--- src/logic/sioc_defs.svh ---
// Offsets-free constants for the serial and I/O line configuration block
`ifndef SIOC_DEFS_SVH
`define SIOC_DEFS_SVH

`define SIOC_BITS_PER_CHAR 32'd10
`define SIOC_RATE_MIN_NS   17'h00080
`define SIOC_RATE_MAX_NS   17'h1c200
`define SIOC_STD_CODE_MAX  17'h00007

// Reset values of every setting, plus the framed-mode maximum
`define SIOC_RATE_RST      17'h00003
`define SIOC_GAP_RST       8'h03
`define SIOC_FRAMED_RST    2'h0
`define SIOC_FRAMED_MAX    2'h2
`define SIOC_PULLUP_RST    8'hff
`define SIOC_L8_RST        3'h0
`define SIOC_L7_RST        3'h1
`define SIOC_L6_RST        3'h0
`define SIOC_L5_RST        3'h1
`define SIOC_LOW_RST       3'h0
`define SIOC_FWD_RST       1'h1
`define SIOC_SAMPLES_RST   8'h01

// Function codes
`define SIOC_FN_OFF        3'h0
`define SIOC_FN_SPECIAL    3'h1
`define SIOC_FN_ANALOG     3'h2
`define SIOC_FN_DIN        3'h3
`define SIOC_FN_DRIVE_LO   3'h4
`define SIOC_FN_DRIVE_HI   3'h5

// Pull-up map field positions
`define SIOC_PU_LINE4      0
`define SIOC_PU_LINE3      1
`define SIOC_PU_LINE0      4
`define SIOC_PU_LINE6      5
`define SIOC_PU_SLEEP      6
`define SIOC_PU_SERIAL_IN  7

`endif

--- src/logic/sioc_pkg.sv ---
// Types shared by the serial and I/O line configuration block
package sioc_pkg;

   // Setting selected by a command-mode access
   typedef enum logic [3:0] {
      SIOC_SEL_RATE    = 4'h0,
      SIOC_SEL_GAP     = 4'h1,
      SIOC_SEL_FRAMED  = 4'h2,
      SIOC_SEL_PULLUP  = 4'h3,
      SIOC_SEL_L8      = 4'h4,
      SIOC_SEL_L7      = 4'h5,
      SIOC_SEL_L6      = 4'h6,
      SIOC_SEL_L5      = 4'h7,
      SIOC_SEL_L0      = 4'h8,
      SIOC_SEL_L1      = 4'h9,
      SIOC_SEL_L2      = 4'ha,
      SIOC_SEL_L3      = 4'hb,
      SIOC_SEL_L4      = 4'hc,
      SIOC_SEL_FWD     = 4'hd,
      SIOC_SEL_SAMPLES = 4'he
   } sioc_sel_e;

   // Packetizer states, one-hot
   typedef enum logic [1:0] {
      SIOC_ST_COLLECT = 2'b01,
      SIOC_ST_DRAIN   = 2'b10
   } sioc_state_e;

   // Command-mode parameter access
   typedef struct packed {
      logic        wr;
      logic        rd;
      sioc_sel_e   sel;
      logic [16:0] wdata;
   } sioc_cfg_req_s;

   // Decoded line configuration
   typedef struct packed {
      logic [2:0]      line8_function;
      logic [2:0]      line7_function;
      logic [2:0]      line6_function;
      logic [2:0]      line5_function;
      logic [4:0][2:0] low_lines_function;
      logic            cts_flow_en;
      logic            rts_flow_en;
      logic            assoc_ind_en;
   } sioc_line_cfg_s;

endpackage

--- src/logic/sioc_top.sv ---
// Serial interface and I/O line configuration with packetizing buffer
`timescale 1ns/10ps
`default_nettype none
`include "sioc_defs.svh"

// Small synchronous FIFO between serial receiver and radio side
module sioc_fifo #(
   parameter int WIDTH = 8,
   parameter int DEPTH = 4
) (
   input  wire logic                       ref_clk,
   input  wire logic                       rst_n,
   input  wire logic                       in_valid,
   output logic                            in_ready,
   input  wire logic [WIDTH-1:0]           in_data,
   output logic                            out_valid,
   input  wire logic                       out_ready,
   output logic      [WIDTH-1:0]           out_data,
   output logic      [$clog2(DEPTH+1)-1:0] level
);
   localparam int AW = $clog2(DEPTH);
   localparam int LW = $clog2(DEPTH + 1);

   if (DEPTH < 2 || (DEPTH & (DEPTH - 1)) != 0) begin : g_bad_depth
      $error("sioc_fifo depth must be a power of two of at least 2");
   end

   logic [WIDTH-1:0] mem_ff [DEPTH];
   logic [AW-1:0]    wr_ptr_ff;
   logic [AW-1:0]    rd_ptr_ff;
   logic [LW-1:0]    level_ff;
   logic             push;
   logic             pop;

   // Honest full and empty from the level count
   assign in_ready  = (level_ff != LW'(DEPTH));
   assign out_valid = (level_ff != '0);
   assign push      = in_valid & in_ready;
   assign pop       = out_valid & out_ready;
   assign out_data  = mem_ff[rd_ptr_ff];
   assign level     = level_ff;

   // Storage has no reset; only pointers and level need a defined value
   always_ff @(posedge ref_clk) begin
      if (push) begin
         mem_ff[wr_ptr_ff] <= in_data;
      end
   end

   // Pointers and level
   always_ff @(posedge ref_clk or negedge rst_n) begin
      if (!rst_n) begin
         wr_ptr_ff <= '0;
         rd_ptr_ff <= '0;
         level_ff  <= '0;
      end else begin
         if (push) begin
            wr_ptr_ff <= wr_ptr_ff + AW'(1);
         end
         if (pop) begin
            rd_ptr_ff <= rd_ptr_ff + AW'(1);
         end
         if (push && !pop) begin
            level_ff <= level_ff + LW'(1);
         end else if (pop && !push) begin
            level_ff <= level_ff - LW'(1);
         end
      end
   end
endmodule

module sioc_top
   import sioc_pkg::*;
#(
   parameter int CLK_HZ     = 125000000,
   parameter int FIFO_DEPTH = 4
) (
   input  wire logic           ref_clk,
   input  wire logic           rst_n,
   // Command-mode parameter access
   input  wire sioc_cfg_req_s  cfg_req,
   output logic                cfg_ack,
   output logic                cfg_err,
   output logic [16:0]         cfg_rdata,
   // Received serial characters
   input  wire logic           ser_valid,
   output logic                ser_ready,
   input  wire logic [7:0]     ser_data,
   // Characters toward the radio
   output logic                radio_valid,
   input  wire logic           radio_ready,
   output logic [7:0]          radio_data,
   output logic                radio_last,
   // Samples and received I/O data
   input  wire logic           sample_taken,
   output logic                samples_send,
   input  wire logic           rx_io_valid,
   output logic                io_fwd_pkt,
   output logic                io_fwd_framed,
   // Settings seen by the rest of the modem
   output logic [19:0]         baud_divisor,
   output logic [1:0]          framed_mode,
   output logic [7:0]          pullup_enable_map,
   output sioc_line_cfg_s      line_cfg
);
   localparam int LW = $clog2(FIFO_DEPTH + 1);

   if (CLK_HZ < 4 * 115200) begin : g_bad_clk
      $error("sioc_top clock too slow for the fastest serial rate");
   end

   logic [16:0]     rate_ff;
   logic [19:0]     div_ff;
   logic [23:0]     chartime_ff;
   logic [7:0]      gap_ff;
   logic [1:0]      framed_ff;
   logic [7:0]      pullup_ff;
   logic [2:0]      l8_ff;
   logic [2:0]      l7_ff;
   logic [2:0]      l6_ff;
   logic [2:0]      l5_ff;
   logic [2:0]      low_ff [5];
   logic            fwd_ff;
   logic [7:0]      samples_ff;
   logic            ok;
   logic [2:0]      wfn;
   logic [16:0]     req_rate;
   logic [19:0]     new_div;
   logic [16:0]     achieved;
   logic [LW-1:0]   level;
   logic            fifo_valid;
   logic            ser_push;
   sioc_state_e     state_ff;
   sioc_state_e     nxt_state;
   logic [23:0]     cyc_ff;
   logic [7:0]      idle_ff;
   logic            gap_met;
   logic [7:0]      samp_cnt_ff;

   // Standard code to rate in bits per second
   function automatic logic [16:0] std_rate(input logic [2:0] code);
      logic [16:0] r;
      r = 17'h004b0;
      case (code)
         3'h0:    r = 17'h004b0;
         3'h1:    r = 17'h00960;
         3'h2:    r = 17'h012c0;
         3'h3:    r = 17'h02580;
         3'h4:    r = 17'h04b00;
         3'h5:    r = 17'h09600;
         3'h6:    r = 17'h0e100;
         default: r = 17'h1c200;
      endcase
      return r;
   endfunction

   // Range and code check of a write; codes differ per line
   assign wfn = cfg_req.wdata[2:0];
   always_comb begin
      ok = 1'b0;
      case (cfg_req.sel)
         SIOC_SEL_RATE: ok = (cfg_req.wdata <= `SIOC_STD_CODE_MAX) ||
            ((cfg_req.wdata >= `SIOC_RATE_MIN_NS) &&
             (cfg_req.wdata <= `SIOC_RATE_MAX_NS));
         SIOC_SEL_GAP:     ok = (cfg_req.wdata[16:8] == '0);
         SIOC_SEL_FRAMED:  ok = (cfg_req.wdata[16:2] == '0) &&
                                (cfg_req.wdata[1:0] <= `SIOC_FRAMED_MAX);
         SIOC_SEL_PULLUP:  ok = (cfg_req.wdata[16:8] == '0);
         SIOC_SEL_L8: ok = (cfg_req.wdata[16:3] == '0) &&
            (wfn == `SIOC_FN_OFF || wfn == `SIOC_FN_DIN);
         SIOC_SEL_L7, SIOC_SEL_L6: ok = (cfg_req.wdata[16:3] == '0) &&
            (wfn <= `SIOC_FN_DRIVE_HI) && (wfn != `SIOC_FN_ANALOG);
         SIOC_SEL_L5: ok = (cfg_req.wdata[16:3] == '0) &&
            (wfn <= `SIOC_FN_DRIVE_HI);
         SIOC_SEL_L0, SIOC_SEL_L1, SIOC_SEL_L2, SIOC_SEL_L3, SIOC_SEL_L4:
            ok = (cfg_req.wdata[16:3] == '0) &&
                 (wfn <= `SIOC_FN_DRIVE_HI) &&
                 (wfn != `SIOC_FN_SPECIAL);
         SIOC_SEL_FWD:     ok = (cfg_req.wdata[16:1] == '0);
         SIOC_SEL_SAMPLES: ok = (cfg_req.wdata[16:8] == '0) &&
                                (cfg_req.wdata[7:0] != 8'h00);
         default:          ok = 1'b0;
      endcase
   end

   // Divisor rounded to nearest; custom rates land on what it gives
   assign req_rate = (cfg_req.wdata <= `SIOC_STD_CODE_MAX) ?
                     std_rate(cfg_req.wdata[2:0]) : cfg_req.wdata;
   assign new_div  = 20'((CLK_HZ + (32'(req_rate) >> 1)) / 32'(req_rate));
   assign achieved = 17'(CLK_HZ / 32'(div_ff));

   // Settings; a refused write leaves the old value in place
   always_ff @(posedge ref_clk or negedge rst_n) begin
      if (!rst_n) begin
         rate_ff     <= `SIOC_RATE_RST;
         div_ff      <= 20'((CLK_HZ + 4800) / 9600);
         chartime_ff <= 24'((CLK_HZ + 4800) / 9600 * `SIOC_BITS_PER_CHAR);
         gap_ff      <= `SIOC_GAP_RST;
         framed_ff   <= `SIOC_FRAMED_RST;
         pullup_ff   <= `SIOC_PULLUP_RST;
         l8_ff       <= `SIOC_L8_RST;
         l7_ff       <= `SIOC_L7_RST;
         l6_ff       <= `SIOC_L6_RST;
         l5_ff       <= `SIOC_L5_RST;
         low_ff      <= '{default: `SIOC_LOW_RST};
         fwd_ff      <= `SIOC_FWD_RST;
         samples_ff  <= `SIOC_SAMPLES_RST;
      end else if (cfg_req.wr && ok) begin
         case (cfg_req.sel)
            SIOC_SEL_RATE: begin
               rate_ff     <= cfg_req.wdata;
               div_ff      <= new_div;
               chartime_ff <= 24'(new_div) * 24'(`SIOC_BITS_PER_CHAR);
            end
            SIOC_SEL_GAP:     gap_ff     <= cfg_req.wdata[7:0];
            SIOC_SEL_FRAMED:  framed_ff  <= cfg_req.wdata[1:0];
            SIOC_SEL_PULLUP:  pullup_ff  <= cfg_req.wdata[7:0];
            SIOC_SEL_L8:      l8_ff      <= wfn;
            SIOC_SEL_L7:      l7_ff      <= wfn;
            SIOC_SEL_L6:      l6_ff      <= wfn;
            SIOC_SEL_L5:      l5_ff      <= wfn;
            SIOC_SEL_FWD:     fwd_ff     <= cfg_req.wdata[0];
            SIOC_SEL_SAMPLES: samples_ff <= cfg_req.wdata[7:0];
            default: begin
               if (cfg_req.sel >= SIOC_SEL_L0 && cfg_req.sel <= SIOC_SEL_L4)
                  low_ff[3'(cfg_req.sel - SIOC_SEL_L0)] <= wfn;
            end
         endcase
      end
   end

   // Answer one cycle after any access; reads show live settings
   always_ff @(posedge ref_clk or negedge rst_n) begin
      if (!rst_n) begin
         cfg_ack   <= 1'b0;
         cfg_err   <= 1'b0;
         cfg_rdata <= '0;
      end else begin
         cfg_ack <= cfg_req.wr | cfg_req.rd;
         cfg_err <= cfg_req.wr & ~ok;
         if (cfg_req.rd) begin
            case (cfg_req.sel)
               SIOC_SEL_RATE: cfg_rdata <= (rate_ff <= `SIOC_STD_CODE_MAX)
                                           ? rate_ff : achieved;
               SIOC_SEL_GAP:     cfg_rdata <= 17'(gap_ff);
               SIOC_SEL_FRAMED:  cfg_rdata <= 17'(framed_ff);
               SIOC_SEL_PULLUP:  cfg_rdata <= 17'(pullup_ff);
               SIOC_SEL_L8:      cfg_rdata <= 17'(l8_ff);
               SIOC_SEL_L7:      cfg_rdata <= 17'(l7_ff);
               SIOC_SEL_L6:      cfg_rdata <= 17'(l6_ff);
               SIOC_SEL_L5:      cfg_rdata <= 17'(l5_ff);
               SIOC_SEL_FWD:     cfg_rdata <= 17'(fwd_ff);
               SIOC_SEL_SAMPLES: cfg_rdata <= 17'(samples_ff);
               default: begin
                  if (cfg_req.sel >= SIOC_SEL_L0 &&
                      cfg_req.sel <= SIOC_SEL_L4)
                     cfg_rdata <= 17'(low_ff[3'(cfg_req.sel - SIOC_SEL_L0)]);
                  else
                     cfg_rdata <= '0;
               end
            endcase
         end
      end
   end

   // Settings presented to the modem
   assign baud_divisor      = div_ff;
   assign framed_mode       = framed_ff;
   assign pullup_enable_map = pullup_ff;
   assign io_fwd_framed     = fwd_ff;
   assign line_cfg.line8_function = l8_ff;
   assign line_cfg.line7_function = l7_ff;
   assign line_cfg.line6_function = l6_ff;
   assign line_cfg.line5_function = l5_ff;
   assign line_cfg.cts_flow_en    = (l7_ff == `SIOC_FN_SPECIAL);
   assign line_cfg.rts_flow_en    = (l6_ff == `SIOC_FN_SPECIAL);
   assign line_cfg.assoc_ind_en   = (l5_ff == `SIOC_FN_SPECIAL);
   for (genvar i = 0; i < 5; i++) begin : g_low
      assign line_cfg.low_lines_function[i] = low_ff[i];
   end

   // Character buffer; a stalled radio backs up into the receiver
   sioc_fifo #(
      .WIDTH (8),
      .DEPTH (FIFO_DEPTH)
   ) u_fifo (
      .ref_clk   (ref_clk),
      .rst_n     (rst_n),
      .in_valid  (ser_valid),
      .in_ready  (ser_ready),
      .in_data   (ser_data),
      .out_valid (fifo_valid),
      .out_ready (radio_ready && state_ff == SIOC_ST_DRAIN),
      .out_data  (radio_data),
      .level     (level)
   );
   assign ser_push = ser_valid & ser_ready;

   // Idle time measured in whole character times since last arrival
   always_ff @(posedge ref_clk or negedge rst_n) begin
      if (!rst_n) begin
         cyc_ff  <= '0;
         idle_ff <= '0;
      end else if (ser_push) begin
         cyc_ff  <= '0;
         idle_ff <= '0;
      end else if (cyc_ff + 24'h1 >= chartime_ff) begin
         cyc_ff  <= '0;
         if (idle_ff != 8'hff)
            idle_ff <= idle_ff + 8'h1;
      end else begin
         cyc_ff <= cyc_ff + 24'h1;
      end
   end

   // Zero gap means no waiting at all
   assign gap_met = (gap_ff == 8'h00) || (idle_ff >= gap_ff);

   // Collect until the line goes quiet, then drain the buffer
   always_comb begin
      nxt_state = state_ff;
      case (state_ff)
         SIOC_ST_COLLECT:
            if (gap_met && fifo_valid) nxt_state = SIOC_ST_DRAIN;
         SIOC_ST_DRAIN:
            if (radio_ready && level == LW'(1) && !ser_push)
               nxt_state = SIOC_ST_COLLECT;
         default: nxt_state = SIOC_ST_COLLECT;
      endcase
   end

   always_ff @(posedge ref_clk or negedge rst_n) begin
      if (!rst_n)
         state_ff <= SIOC_ST_COLLECT;
      else
         state_ff <= nxt_state;
   end

   // Packet ends at the last buffered byte, or each byte if no gap
   assign radio_valid = fifo_valid && state_ff == SIOC_ST_DRAIN;
   assign radio_last  = radio_valid && ((gap_ff == 8'h00) ||
                        (level == LW'(1) && !ser_push));

   // Sample counting and forwarding of received I/O data
   always_ff @(posedge ref_clk or negedge rst_n) begin
      if (!rst_n) begin
         samp_cnt_ff  <= '0;
         samples_send <= 1'b0;
         io_fwd_pkt   <= 1'b0;
      end else begin
         io_fwd_pkt   <= rx_io_valid & fwd_ff;
         samples_send <= 1'b0;
         if (sample_taken) begin
            if (samp_cnt_ff + 8'h1 >= samples_ff) begin
               samp_cnt_ff  <= '0;
               samples_send <= 1'b1;
            end else begin
               samp_cnt_ff <= samp_cnt_ff + 8'h1;
            end
         end
      end
   end
endmodule
`default_nettype wire

--- config.mk ---
export PLATFORM = sky130hd
export DESIGN_NAME = sioc_top
export DESIGN_NICKNAME = d
export VERILOG_FILES = /design/src/logic/sioc_pkg.sv /design/src/logic/sioc_top.sv
export VERILOG_INCLUDE_DIRS = /design/src /design/src/logic
export SDC_FILE = /design/constraint.sdc
export NUM_CORES = 2
export LEC_CHECK = 0
export BUFFER_PORTS_ARGS = -buffer_cell sky130_fd_sc_hd__buf_2
export CAP_MARGIN = 20
export CORE_MARGIN = 8
export CORE_UTILIZATION = 32
export DETAILED_ROUTE_END_ITERATION = 7
export MAX_ROUTING_LAYER = met4
export PLACE_DENSITY = 0.49
export SYNTH_ARGS = -nofsm -noshare
export SYNTH_HDL_FRONTEND = slang
export SYNTH_HIERARCHICAL = 1
export SYNTH_SLANG_ARGS = --single-unit
--- constraint.sdc ---
create_clock -name ref_clk -period 260.7 [get_ports ref_clk]
set_clock_uncertainty 0.15 [all_clocks]
set_input_delay 26.07 -clock ref_clk [delete_from_list [all_inputs] [get_ports ref_clk]]
set_output_delay 26.07 -clock ref_clk [all_outputs]
set_load 0.1 [all_outputs]
==> summary.md <==
| Metric | Value |
|---|---|
| Detailed Route WL | 213 mm |
| Worst-Skew Late Latency | 0.65 ns |
| Largest net degree at the start of global routing | 89 |
| Via/cell ratio | 5.70 |
| CP max FO | 38 |
| Worst slew margin relative to its limit | 22.5% |
| Htree depth | 1 |
| Die extent in x | 442 microns |
| # IOs | 130 |
| Die H | 442 microns |
| Status | finished clean |
| Post-route ant nets | 0 |
| Clock transition at the registers of the reported paths | 0.06 ns |
| RSZ-0062 raised after global routing | false |
| Top FF cell, synth | dfrtp_1 |
| Fin cells | 10,486 |
| 1st-iter DRT viols | 4,081 |
| GPL Wtd Cong | 0.929 |
| Hold crit path type | reg -> reg |
| Async SR Flop Fraction | 85.0% |
| Worst Hold Launch | rate_ff[1] |
| Post-CTS sizing | 0 |
| Number of global-route vias before repair | 57,363 |
| Post-CTS Hold Fix Bufs | 0 |
| Layout cell share with drive strength beyond 1 | 8.93% |
| Final hold vios | 0 |
| Fin crit period | 129.59 ns |
| Placed insts | 10,424 |
| Pins Over Slew Limit | 0 |
| Slowest CP cell | o41ai_1 |
| Final setup fails | 0 |
| Yosys top cell area share | 19.5% |
| Root Buffer | clkbuf_16 |
| Cells after Synth | 8,043 |
| GRT Overall Usage | 21.2% |
| Grt total ovfl | 0 |
| First-pass GRT wire length | 330 mm |
| Post CTS Setup Buffer Count | 0 |
| Crit path launch type | input port |
| Worst EP arrival | 129.93 ns |
| Reg2reg path depth | 473 |
| CTS tree | done |
| Top cells by area, synth | ha_1 (19%), dfrtp_1 (6.3%), nand2_1 (5.1%) |
| Max Cap Violations | 0 |
| Syn avg cell area | 7.22 sq um |
| 1st-pass router iterations | 8 |
| Crit-path most repeated cell | o21a_1 |
| FILL cells | 19,246 |
| Part of the Yosys area used for sequential elements | 9.57% |
| Fmax | 0.00772 GHz |
| Rows | 156 |
| Crit Path Class | in -> reg |
| Antenna violations before repair | 5 |
| Unique masters post-synth | 126 |
| TNS Setup | 0 ns |
| CTS buffer count | 29 |
| Largest stage delay, worst path | 0.90 ns |
| Synthesized area | 58,100 sq um |
| Most frequent cells in the layout | ha_1 (904), nand2_1 (788), nor2_1 (714) |
| Seq cells post-synth | 214 |
| Worst Max-Slew Pin Slew | 1.16 ns |
| Top cell type by total area after synthesis | ha_1 |
| Detailed Place HPWL | 169 mm |
| Yosys warning count | 6 |
| Area of the die | 195,000 sq um |
| Initial Util | 32.2% |
| Cells on Worst Hold Path | 2 |
| CP required | 261.04 ns |
| Area grow syn2layout | 8.03% |
| Post-synth EDFFs | 32 |
| Max clock buf depth | 3 |
| Worst reg2reg path startpoint | baud_divisor[18] |
| Clock sink total | 214 |
| Core area | 181,000 sq um |
| Port-buffer cells | 129 |
| Layout Nets | 9,030 |
| Worst hold slack | 0.307 ns |
| Drt wl/cell | 20.3 microns |
| Fin crit share | 49.7% |
| DR DRC count | 0 |
| Worst setup EP type | flip-flop |
| Leading cell type in the layout, fill and taps excluded | ha_1 |
| Critical path startpoint | cfg_req[4] |
| Total vias in the final route | 59,719 |
[final timing paths]
kind                                    end  slack [ns]
setup / recovery            chartime_ff[22]      131.11
hold / removal                   rate_ff[1]        0.31
setup reg to reg               cfg_rdata[0]      157.09
hold reg to reg                  rate_ff[1]        0.31
max in group asynchronous  baud_divisor[16]      233.76
min in group asynchronous          l8_ff[2]       25.40
[layout make-up]
type / instances / area, sq um / area share [%]
diodes: 6 / 15.0 / 0.0239
clock buffers: 41 / 791 / 1.26
clock inverters: 13 / 120 / 0.191
inverters: 451 / 1700 / 2.71
multi-input cells: 7154 / 50100 / 79.9
flip-flops and latches: 214 / 5560 / 8.87
well taps: 2370 / 2970 / 4.73
repair buffers: 237 / 1480 / 2.36
[flip-flops by register name, indices dropped and copies added, names as in the netlist, 15 cells and up]
name and count:
cfg_rdata 17, chartime_ff 21, cyc_ff 24, line_cfg 15
baud_divisor 20, u_fifo/mem_ff 32, rate_ff 17
[stage by stage]
stage / utilization (%) / area, sq um / worst slack [ns]
floorplan: - / 58100 / 144.58
global placement: 34.2 / 61800 / 134.18
detailed placement: 34.2 / 61800 / 132.02
CTS: 34.7 / 62700 / 132.23
global route: 34.7 / 62700 / 122.51
finish: 34.7 / 62700 / 131.11
[metal layers]
layer | GRT usage, % | share of wire (%) | vias to the layer above
met4 | 7.15 | 3.8 | 0
met5 | - | 0 | -
li1 | - | - | 29906
met2 | 36.2 | 47 | 1338
met3 | 1.25 | 3.5 | 324
met1 | 26.7 | 45 | 28151
[cell usage after synthesis, types with 25 or more instances]
cell and count:
o211ai_1 53, a21boi_0 87, o21ai_0 572, and2_1 73, a31oi_1 78, nor2b_1 124
o22ai_1 34, dfstp_2 35, o21a_1 329, inv_1 438, or3_1 50, mux2i_1 73
and3_1 75, ha_1 904, xnor2_1 282, nand3_1 195, o21bai_1 60, nor2_1 717
nor4_1 49, clkbuf_1 172, nand2_1 790, nand2b_1 153, nor3b_1 25, a211oi_1 40
mux2_2 208, edfxtp_1 32, a21oi_1 566, nor3_1 316, or2_2 78, o21ai_1 26
xor2_1 167, nand4_1 100, a21o_1 210, o31ai_1 227, dfrtp_1 147
[critical path: cells and delay by family]
kind	cells	cell delay, ns
AO/OA/AOI/OAI	260	59.46
XOR/XNOR	2	0.38
adder cells (fa/ha/maj)	32	9.49
buffers and inverters	30	8.83
multiplexers	12	3.76
AND/OR/NAND/NOR	93	21.66
[cell families after synthesis]
kind of cell               Yosys count  synth area share (%)
and+or+nand+nor                   2853                  23.7
AOI/OAI and AO/OA                 2633                  29.9
adders and majority gates          908                  19.6
buffers and inverters              684                  4.59
xor gates and xnor gates           450                  6.80
muxes                              299                  5.83
DFF                                214                  9.57
other                                2                0.0129
Power is not shown: default switching activity piles up to over one toggle a cycle in this logic, so the estimate is an artifact.
